$ cat src/rtl/flash_prot_pkg.sv
// Package: protection modes, request structs and constants for flash protection control
package flash_prot_pkg;
    // Protection modes, Gray coded along open -> protected -> kill
    typedef enum logic [1:0] {
        MODE_OPEN = 2'h0,
        MODE_PROTECTED = 2'h1,
        MODE_KILL = 2'h3
    } prot_mode_t;

    // Mode change commands
    typedef enum logic [1:0] {
        CMD_NONE = 2'h0,
        CMD_TO_PROTECTED = 2'h1,
        CMD_TO_OPEN = 2'h2,
        CMD_TO_KILL = 2'h3
    } mode_cmd_t;

    // Flash operation kinds
    typedef enum logic [1:0] {
        OP_READ = 2'h0,
        OP_WRITE = 2'h1,
        OP_ERASE = 2'h2
    } flash_op_t;

    localparam int ROW_BITS = 9;
    localparam int NUM_ROWS = 512;

    // A flash access request
    typedef struct packed {
        logic valid;
        flash_op_t op;
        logic from_debug;
        logic from_syscall;
        logic [ROW_BITS-1:0] row;
    } flash_req_t;

    // Answer to a flash access request
    typedef struct packed {
        logic done;
        logic granted;
    } flash_rsp_t;

    localparam prot_mode_t MODE_RESET = MODE_OPEN;
    localparam logic [1:0] WAIT_FAST = 2'h1;
    localparam logic [1:0] WAIT_SLOW = 2'h0;
    localparam int FAST_CLK_MHZ = 48;
    localparam int SLOW_CLK_MHZ = 24;
    localparam int CLK_MHZ = 50;
    localparam int CLK_PERIOD_NS = 1000 / CLK_MHZ;
endpackage : flash_prot_pkg

$ cat src/rtl/flash_protection_mode_control.sv
// Flash protection mode control: mode machine, debug gate, row protection, wait states
`timescale 1ns/1ps

module flash_protection_mode_control #(
    parameter int ROWS = flash_prot_pkg::NUM_ROWS
) (
    // Clock and reset
    input wire logic core_clk,
    input wire logic nrst,
    // Mode change request and stored mode (nonvolatile copy restored at power-up)
    input wire flash_prot_pkg::mode_cmd_t mode_cmd,
    input wire logic mode_cmd_valid,
    input wire logic stored_mode_valid,
    input wire flash_prot_pkg::prot_mode_t stored_mode,
    // Full-erase completion from the flash array
    input wire logic full_erase_done,
    // Row protection programming
    input wire logic row_prot_we,
    input wire logic [flash_prot_pkg::ROW_BITS-1:0] row_prot_row,
    input wire logic row_prot_wr_block,
    input wire logic row_prot_rd_block,
    // Flash access request and clock rate select (1 = 48 MHz, 0 = 24 MHz)
    input wire flash_prot_pkg::flash_req_t flash_req,
    input wire logic fast_clk_sel,
    // Outputs
    output flash_prot_pkg::prot_mode_t prot_mode,
    output logic mode_cmd_ack,
    output logic mode_cmd_nak,
    output logic debug_enable,
    output flash_prot_pkg::flash_rsp_t flash_rsp,
    output logic [1:0] flash_wait_cycles
);

    ////////////////////////////////////////////////////////////////////////////////
    // Reset synchroniser
    logic rst_s1_q;
    logic rst_n_q;

    // Two flops release reset cleanly to the rest of the block
    always_ff @(posedge core_clk or negedge nrst) begin
        if (!nrst) begin
            rst_s1_q <= 1'b0;
            rst_n_q <= 1'b0;
        end else begin
            rst_s1_q <= 1'b1;
            rst_n_q <= rst_s1_q;
        end
    end

    ////////////////////////////////////////////////////////////////////////////////
    // Mode machine
    flash_prot_pkg::prot_mode_t mode_q;
    flash_prot_pkg::prot_mode_t mode_d;
    logic loaded_q;
    logic erased_q;
    logic ack_q;
    logic nak_q;

    // Legal transitions decode
    wire cmd_go = mode_cmd_valid && loaded_q;
    wire to_prot_ok = (mode_q == flash_prot_pkg::MODE_OPEN)
        && (mode_cmd == flash_prot_pkg::CMD_TO_PROTECTED);
    wire to_open_ok = (mode_q == flash_prot_pkg::MODE_PROTECTED)
        && (mode_cmd == flash_prot_pkg::CMD_TO_OPEN) && erased_q;
    wire to_kill_ok = (mode_q == flash_prot_pkg::MODE_OPEN)
        && (mode_cmd == flash_prot_pkg::CMD_TO_KILL);
    wire cmd_ok = to_prot_ok || to_open_ok || to_kill_ok;

    // Next mode; anything else, including every request in kill, keeps the mode
    always_comb begin
        mode_d = mode_q;
        if (!loaded_q && stored_mode_valid) begin
            mode_d = stored_mode;
        end else if (cmd_go && cmd_ok) begin
            unique case (mode_cmd)
                flash_prot_pkg::CMD_TO_PROTECTED: mode_d = flash_prot_pkg::MODE_PROTECTED;
                flash_prot_pkg::CMD_TO_OPEN: mode_d = flash_prot_pkg::MODE_OPEN;
                flash_prot_pkg::CMD_TO_KILL: mode_d = flash_prot_pkg::MODE_KILL;
                flash_prot_pkg::CMD_NONE: mode_d = mode_q;
            endcase
        end
    end

    // Erase latch: set by full erase in protected mode, cleared on leaving it.
    // Set is tested first, but set and clear never meet: an erase while the mode is still open is not recorded.
    wire erase_clr = (mode_q != flash_prot_pkg::MODE_PROTECTED);

    // Mode register starts open; stored mode is loaded once after release
    always_ff @(posedge core_clk or negedge rst_n_q) begin
        if (!rst_n_q) begin
            mode_q <= flash_prot_pkg::MODE_RESET;
            loaded_q <= 1'b0;
            erased_q <= 1'b0;
            ack_q <= 1'b0;
            nak_q <= 1'b0;
        end else begin
            mode_q <= mode_d;
            loaded_q <= loaded_q | stored_mode_valid;
            if (full_erase_done && mode_q == flash_prot_pkg::MODE_PROTECTED) begin
                erased_q <= 1'b1;
            end else if (erase_clr) begin
                erased_q <= 1'b0;
            end
            ack_q <= cmd_go && cmd_ok;
            nak_q <= cmd_go && !cmd_ok;
        end
    end

    ////////////////////////////////////////////////////////////////////////////////
    // Row protection table, one write-block and one read-block bit per row
    logic [ROWS-1:0] wr_block_q;
    logic [ROWS-1:0] rd_block_q;

    // Row bits cleared on reset; software reprograms them after boot
    always_ff @(posedge core_clk or negedge rst_n_q) begin
        if (!rst_n_q) begin
            wr_block_q <= '0;
            rd_block_q <= '0;
        end else if (row_prot_we) begin
            wr_block_q[row_prot_row] <= row_prot_wr_block;
            rd_block_q[row_prot_row] <= row_prot_rd_block;
        end
    end

    ////////////////////////////////////////////////////////////////////////////////
    // Access decision
    wire dbg_blocked = (mode_q != flash_prot_pkg::MODE_OPEN);
    wire row_blocked = ((flash_req.op == flash_prot_pkg::OP_WRITE) && wr_block_q[flash_req.row])
        || ((flash_req.op == flash_prot_pkg::OP_READ) && rd_block_q[flash_req.row]);
    // Kill forbids external erase so power loss cannot leave half-erased code
    wire ext_erase_kill = flash_req.from_debug && (flash_req.op == flash_prot_pkg::OP_ERASE)
        && (mode_q == flash_prot_pkg::MODE_KILL);
    wire grant = flash_req.from_syscall
        || (!(flash_req.from_debug && dbg_blocked) && !ext_erase_kill && !row_blocked);
    wire [1:0] wait_need = fast_clk_sel ? flash_prot_pkg::WAIT_FAST
        : flash_prot_pkg::WAIT_SLOW;

    logic busy_q;
    logic [1:0] wait_q;
    logic grant_q;
    logic done_q;
    logic rsp_gnt_q;
    logic [1:0] ws_q;

    // Accepted request waits wait_need cycles, then answers with a one-cycle done
    always_ff @(posedge core_clk or negedge rst_n_q) begin
        if (!rst_n_q) begin
            busy_q <= 1'b0;
            wait_q <= 2'h0;
            grant_q <= 1'b0;
            done_q <= 1'b0;
            rsp_gnt_q <= 1'b0;
            ws_q <= 2'h0;
        end else begin
            ws_q <= wait_need;
            done_q <= 1'b0;
            rsp_gnt_q <= 1'b0; // Granted only stands beside done
            if (!busy_q && flash_req.valid) begin
                busy_q <= (wait_need != 2'h0);
                wait_q <= wait_need;
                grant_q <= grant;
                done_q <= (wait_need == 2'h0);
                rsp_gnt_q <= grant && (wait_need == 2'h0);
            end else if (busy_q) begin
                wait_q <= wait_q - 2'h1;
                if (wait_q == 2'h1) begin
                    busy_q <= 1'b0;
                    done_q <= 1'b1;
                    rsp_gnt_q <= grant_q;
                end
            end
        end
    end

    // Outputs straight from flops
    assign prot_mode = mode_q;
    assign mode_cmd_ack = ack_q;
    assign mode_cmd_nak = nak_q;
    logic dbg_en_q;
    always_ff @(posedge core_clk or negedge rst_n_q) begin
        if (!rst_n_q) begin
            dbg_en_q <= 1'b1;
        end else begin
            dbg_en_q <= (mode_d == flash_prot_pkg::MODE_OPEN);
        end
    end
    assign debug_enable = dbg_en_q;
    assign flash_rsp = '{done: done_q, granted: rsp_gnt_q};
    assign flash_wait_cycles = ws_q;

    ////////////////////////////////////////////////////////////////////////////////
    // Assertions
    property p_reset_open;
        @(posedge core_clk) $rose(rst_n_q) |-> mode_q == flash_prot_pkg::MODE_OPEN;
    endproperty
    a_reset_open: assert property (p_reset_open) else $error("Mode not open after reset");

    property p_to_prot;
        @(posedge core_clk) disable iff (!rst_n_q)
        cmd_go && to_prot_ok |=> mode_q == flash_prot_pkg::MODE_PROTECTED && mode_cmd_ack;
    endproperty
    a_to_prot: assert property (p_to_prot) else $error("Open to protected failed");

    property p_dbg_prot;
        @(posedge core_clk) disable iff (!rst_n_q)
        mode_q == flash_prot_pkg::MODE_PROTECTED && flash_req.valid && !busy_q
        && flash_req.from_debug && !flash_req.from_syscall |=> !grant_q;
    endproperty
    a_dbg_prot: assert property (p_dbg_prot) else $error("Debug access in protected");

    property p_open_needs_erase;
        @(posedge core_clk) disable iff (!rst_n_q)
        loaded_q && $past(mode_q) == flash_prot_pkg::MODE_PROTECTED
        && mode_q == flash_prot_pkg::MODE_OPEN |-> $past(erased_q);
    endproperty
    a_open_needs_erase: assert property (p_open_needs_erase) else $error("Unlock without erase");

    property p_to_kill;
        @(posedge core_clk) disable iff (!rst_n_q)
        cmd_go && to_kill_ok |=> mode_q == flash_prot_pkg::MODE_KILL ##1 !debug_enable;
    endproperty
    a_to_kill: assert property (p_to_kill) else $error("Open to kill failed");

    property p_kill_no_dbg;
        @(posedge core_clk) disable iff (!rst_n_q)
        mode_q == flash_prot_pkg::MODE_KILL && loaded_q |=> !debug_enable;
    endproperty
    a_kill_no_dbg: assert property (p_kill_no_dbg) else $error("Debug enabled in kill");

    property p_kill_erase;
        @(posedge core_clk) disable iff (!rst_n_q)
        ext_erase_kill && !flash_req.from_syscall && !busy_q && flash_req.valid |=> !grant_q;
    endproperty
    a_kill_erase: assert property (p_kill_erase) else $error("External erase in kill");

    property p_kill_sticky;
        @(posedge core_clk) disable iff (!rst_n_q)
        mode_q == flash_prot_pkg::MODE_KILL && loaded_q |=> mode_q == flash_prot_pkg::MODE_KILL;
    endproperty
    a_kill_sticky: assert property (p_kill_sticky) else $error("Left kill mode");

    property p_wait_fast;
        @(posedge core_clk) disable iff (!rst_n_q)
        !busy_q && flash_req.valid && fast_clk_sel |=> !done_q ##1 done_q;
    endproperty
    a_wait_fast: assert property (p_wait_fast) else $error("Fast clock wait wrong");

    property p_wait_slow;
        @(posedge core_clk) disable iff (!rst_n_q)
        !busy_q && flash_req.valid && !fast_clk_sel |=> done_q;
    endproperty
    a_wait_slow: assert property (p_wait_slow) else $error("Slow clock wait wrong");

    property p_syscall;
        @(posedge core_clk) disable iff (!rst_n_q)
        !busy_q && flash_req.valid && flash_req.from_syscall |=> grant_q;
    endproperty
    a_syscall: assert property (p_syscall) else $error("System call refused");

    property p_bad_cmd;
        @(posedge core_clk) disable iff (!rst_n_q)
        cmd_go && !cmd_ok |=> mode_cmd_nak && mode_q == $past(mode_q);
    endproperty
    a_bad_cmd: assert property (p_bad_cmd) else $error("Illegal command changed mode");

    c_prot: cover property (@(posedge core_clk) mode_q == flash_prot_pkg::MODE_PROTECTED);
    c_unlock: cover property (@(posedge core_clk) cmd_go && to_open_ok);
    c_kill: cover property (@(posedge core_clk) mode_q == flash_prot_pkg::MODE_KILL);
    c_row_block: cover property (@(posedge core_clk) flash_req.valid && row_blocked);
endmodule : flash_protection_mode_control

$ cat config.mk
export PLATFORM = sky130hd
export DESIGN_NAME = flash_protection_mode_control
export DESIGN_NICKNAME = d
export VERILOG_FILES = /design/src/rtl/flash_prot_pkg.sv /design/src/rtl/flash_protection_mode_control.sv
export SDC_FILE = /design/constraint.sdc
export NUM_CORES = 2
export LEC_CHECK = 0
export ABC_CLOCK_PERIOD_IN_PS = 38600
export BUFFER_PORTS_ARGS = -buffer_cell sky130_fd_sc_hd__buf_4
export CAP_MARGIN = 10
export CORE_AREA = 4 4 309 311
export DETAILED_ROUTE_END_ITERATION = 7
export DIE_AREA = 0 0 313 315
export GPL_TIMING_DRIVEN = 0
export MAX_ROUTING_LAYER = met4
export PLACE_DENSITY = 0.74
export SYNTH_ARGS = -nofsm -noshare
export SYNTH_HDL_FRONTEND = slang
export SYNTH_SLANG_ARGS = --single-unit
$ cat constraint.sdc
create_clock -name core_clk -period 38.6 [get_ports core_clk]
set_input_delay 3.86 -clock core_clk [delete_from_list [all_inputs] [get_ports core_clk]]
set_output_delay 3.86 -clock core_clk [all_outputs]
set_load 0.01 [all_outputs]
==> impl_metrics.json <==
{
  "hold_viol": 0,
  "relSlewSlack_pct": 4.060,
  "nNetsFinal": 3857,
  "io_buffers": 36,
  "maxCapViolCount": 0,
  "cts-resized-gates": 0,
  "syn_avg_cell_area_um2": 13.67,
  "dieHeight_um": 315,
  "status": "finished, final reports clean",
  "fmax_mhz": 126.0,
  "rsz0062_at_grt": "false",
  "total_power_uw": 2451,
  "synthArstFlopShare_pct": 100.0,
  "ctsHoldBuffers": 0,
  "num_rows": 112,
  "grt_pass1_wl_mm": 253.6,
  "synth_top_flop_cell": "dfrtp_1",
  "place_area_um2": 52230,
  "ys_ff_latch": 1040,
  "routed_wl_mm": 178.7,
  "die_area_um2": 98600,
  "drc": 0,
  "cts.path.max_buffers": 3,
  "cts_sinks": 1040,
  "fin_tns_setup_ns": 0,
  "io_pins": 45,
  "crit_type": "in2reg",
  "min_path_type": "reg2reg",
  "timing.hold.ws_ns": 0.3496,
  "dpl.cell_count": 4957,
  "syn-num-nets": 3675,
  "drive_gt1_share_pct": 41.46,
  "cts_buffers": 107,
  "gp_congestion": 1.053,
  "fin_area_um2": 56020,
  "final_common_cell": "dfrtp_1",
  "overflow": 0,
  "setup_viol": 0,
  "p_leak_uw": 0.02593,
  "tritoncts": "built",
  "synth-edff-count": 0,
  "wl_per_cell_um": 34.50,
  "fin_cells": 5178,
  "netlist_area_um2": 49740,
  "grt.total_usage_pct": 37.26,
  "grt_max_degree": 72,
  "synth-seq-area-share_pct": 52.32,
  "cts_setup_buffers": 0,
  "antenna_left": 0,
  "start_util_pct": 53.62,
  "start_kind": "primary input",
  "yosys_warnings": 0,
  "worstSetupEndpointType": "flip-flop",
  "core_area_um2": 92770,
  "power-per-cell-area_nw_per_um2": 43.75,
  "layout_common_cells": "dfrtp_1 (1038), mux2_2 (1035), nor2_1 (394)",
  "antenna_found_initial": 14,
  "cts_htree_levels": 3,
  "clk_latency_ns": 0.71,
  "area_growth_pct": 12.63,
  "finalCriticalPeriod_ns": 7.937,
  "fin_skew_ns": 0.02360,
  "finalCritPeriodShare_pct": 20.56,
  "worst_slew_pin_slew_ns": 1.439,
  "synth_cells": 3638,
  "die_w_um": 313,
  "critPathArrivalTime_ns": 8.52,
  "vias_per_cell": 6.807,
  "firstDrtPassIters": 8,
  "ys_types": 66,
  "first_iter_violations": 4820,
  "clk_pin_slew_ns": 0.06,
  "clockRootBuffer": "clkbuf_16",
  "cp_max_fo": 10,
  "final_max_slew_viol_count": 0,
  "grt_pass1_vias": 35190,
  "ir_worst_vdd_mv": 0.04215,
  "worstPathRequired_ns": 39.18,
  "hpwl_mm": 122.7,
  "vias": 35250
}
## sequential cells by signal, indices dropped and copies added, names as in the netlist
signal             cells
rd_block_q           512
wr_block_q           512
prot_mode              2
wait_q                 2
busy_q                 1
debug_enable           1
done_q                 1
erased_q               1
flash_wait_cycles      1
grant_q                1
loaded_q               1
mode_cmd_ack           1
mode_cmd_nak           1
rsp_gnt_q              1
rst_n_q                1
rst_s1_q               1
## power by group
part	switching, uW	internal, uW	total, uW
Combinational	148	76.1	224
Clock	460	623	1080
Sequential	20.2	1120	1140
## cell families after synthesis
kind of cell    count (synthesis)  synth area share, %
compound gates                140                2.100
fa+ha+maj                       1              0.02515
buf+inv                       290                2.619
flops                        1040                52.32
mux                          1344                36.02
other cells                     2              0.01510
simple gates                  821                6.892
## worst paths after layout
| kind | cells past startpoint | to | from | slack [ns] |
|---|---|---|---|---|
| max | 11 | rsp_gnt_q$_DFF_PN0_ | flash_req[3] | 30.66 |
| min | 0 | rst_n_q$_DFF_PN0_ | rst_s1_q$_DFF_PN0_ | 0.35 |
| max reg2reg | 8 | grant_q$_DFFE_PN0P_ | wr_block_q[187]$_DFFE_PN0P_ | 35.61 |
| min reg2reg | 0 | rst_n_q$_DFF_PN0_ | rst_s1_q$_DFF_PN0_ | 0.35 |
| max in group asynchronous | 1 | rst_n_q$_DFF_PN0_ | nrst | 35.57 |
| min in group asynchronous | 0 | wr_block_q[350]$_DFFE_PN0P_ | rst_n_q$_DFF_PN0_ | 0.44 |
## final cells by class
cell class | instances | area [um^2]
fill | 7288 | 36750
sequential | 1040 | 26030
multi-input combinational | 2308 | 22420
clock buffer | 155 | 3171
tap | 1254 | 1569
buffer | 281 | 1275
timing repair buffer | 73 | 1011
clock inverter | 41 | 464.2
antenna | 17 | 42.54
inverter | 9 | 33.78
## synthesized netlist by cell type (3+ instances only)
cell type	count	share of area, %
a2111oi_0	3	0.053
a211oi_1	7	0.11
a21oi_1	11	0.11
a22o_1	16	0.28
a22oi_1	16	0.24
a311oi_1	3	0.053
a31oi_1	8	0.10
and2_1	8	0.10
and3_1	4	0.050
buf_1	8	0.060
buf_2	32	0.32
buf_4	20	0.30
buf_6	11	0.25
clkbuf_1	209	1.6
dfrtp_1	1039	52
inv_1	5	0.038
mux2_2	1035	23
mux2i_1	58	1.2
mux4_1	8	0.42
mux4_2	243	11
nand2_1	276	2.1
nand2b_1	13	0.16
nand3_1	34	0.34
nand3b_1	3	0.045
nand4_1	15	0.19
nor2_1	395	3.0
nor2b_1	22	0.28
nor3_1	19	0.19
nor3b_1	5	0.075
nor4_1	6	0.075
o211ai_1	7	0.11
o21ai_0	16	0.16
o221ai_1	6	0.11
o22ai_1	21	0.26
o2bb2ai_1	4	0.070
o31ai_1	5	0.075
or2_2	7	0.088
## worst max-delay path, stage by stage
cell      delay (ns)
clkbuf_1        0.35
clkinv_1        0.43
clkbuf_1        0.58
buf_8           0.27
clkbuf_1        1.06
mux2i_1         0.38
a22o_1          0.33
nor3_1          0.57
nand3_1         0.39
nand4_1         0.21
o21ai_1         0.07
## per-stage QoR
step / setup WS, ns / utilization, %
final: 30.66 / 60.39
after global routing: 30.81 / 60.37
after CTS: 30.76 / 60.21
after detailed placement: 30.05 / 56.30
after global placement: -4.673 / 55.60
after floorplan: 7.466 / -
## per-layer routing
metal  GRT usage (%)  vias to the layer above  wire length [um]
li1                -                    13620                 -
met1           46.15                    18390             65600
met2           51.90                     2540             76600
met3           14.36                      696             23650
met4           22.54                        0             12810
met5               -                        -                 0
Power figures use the tool's default switching activity.
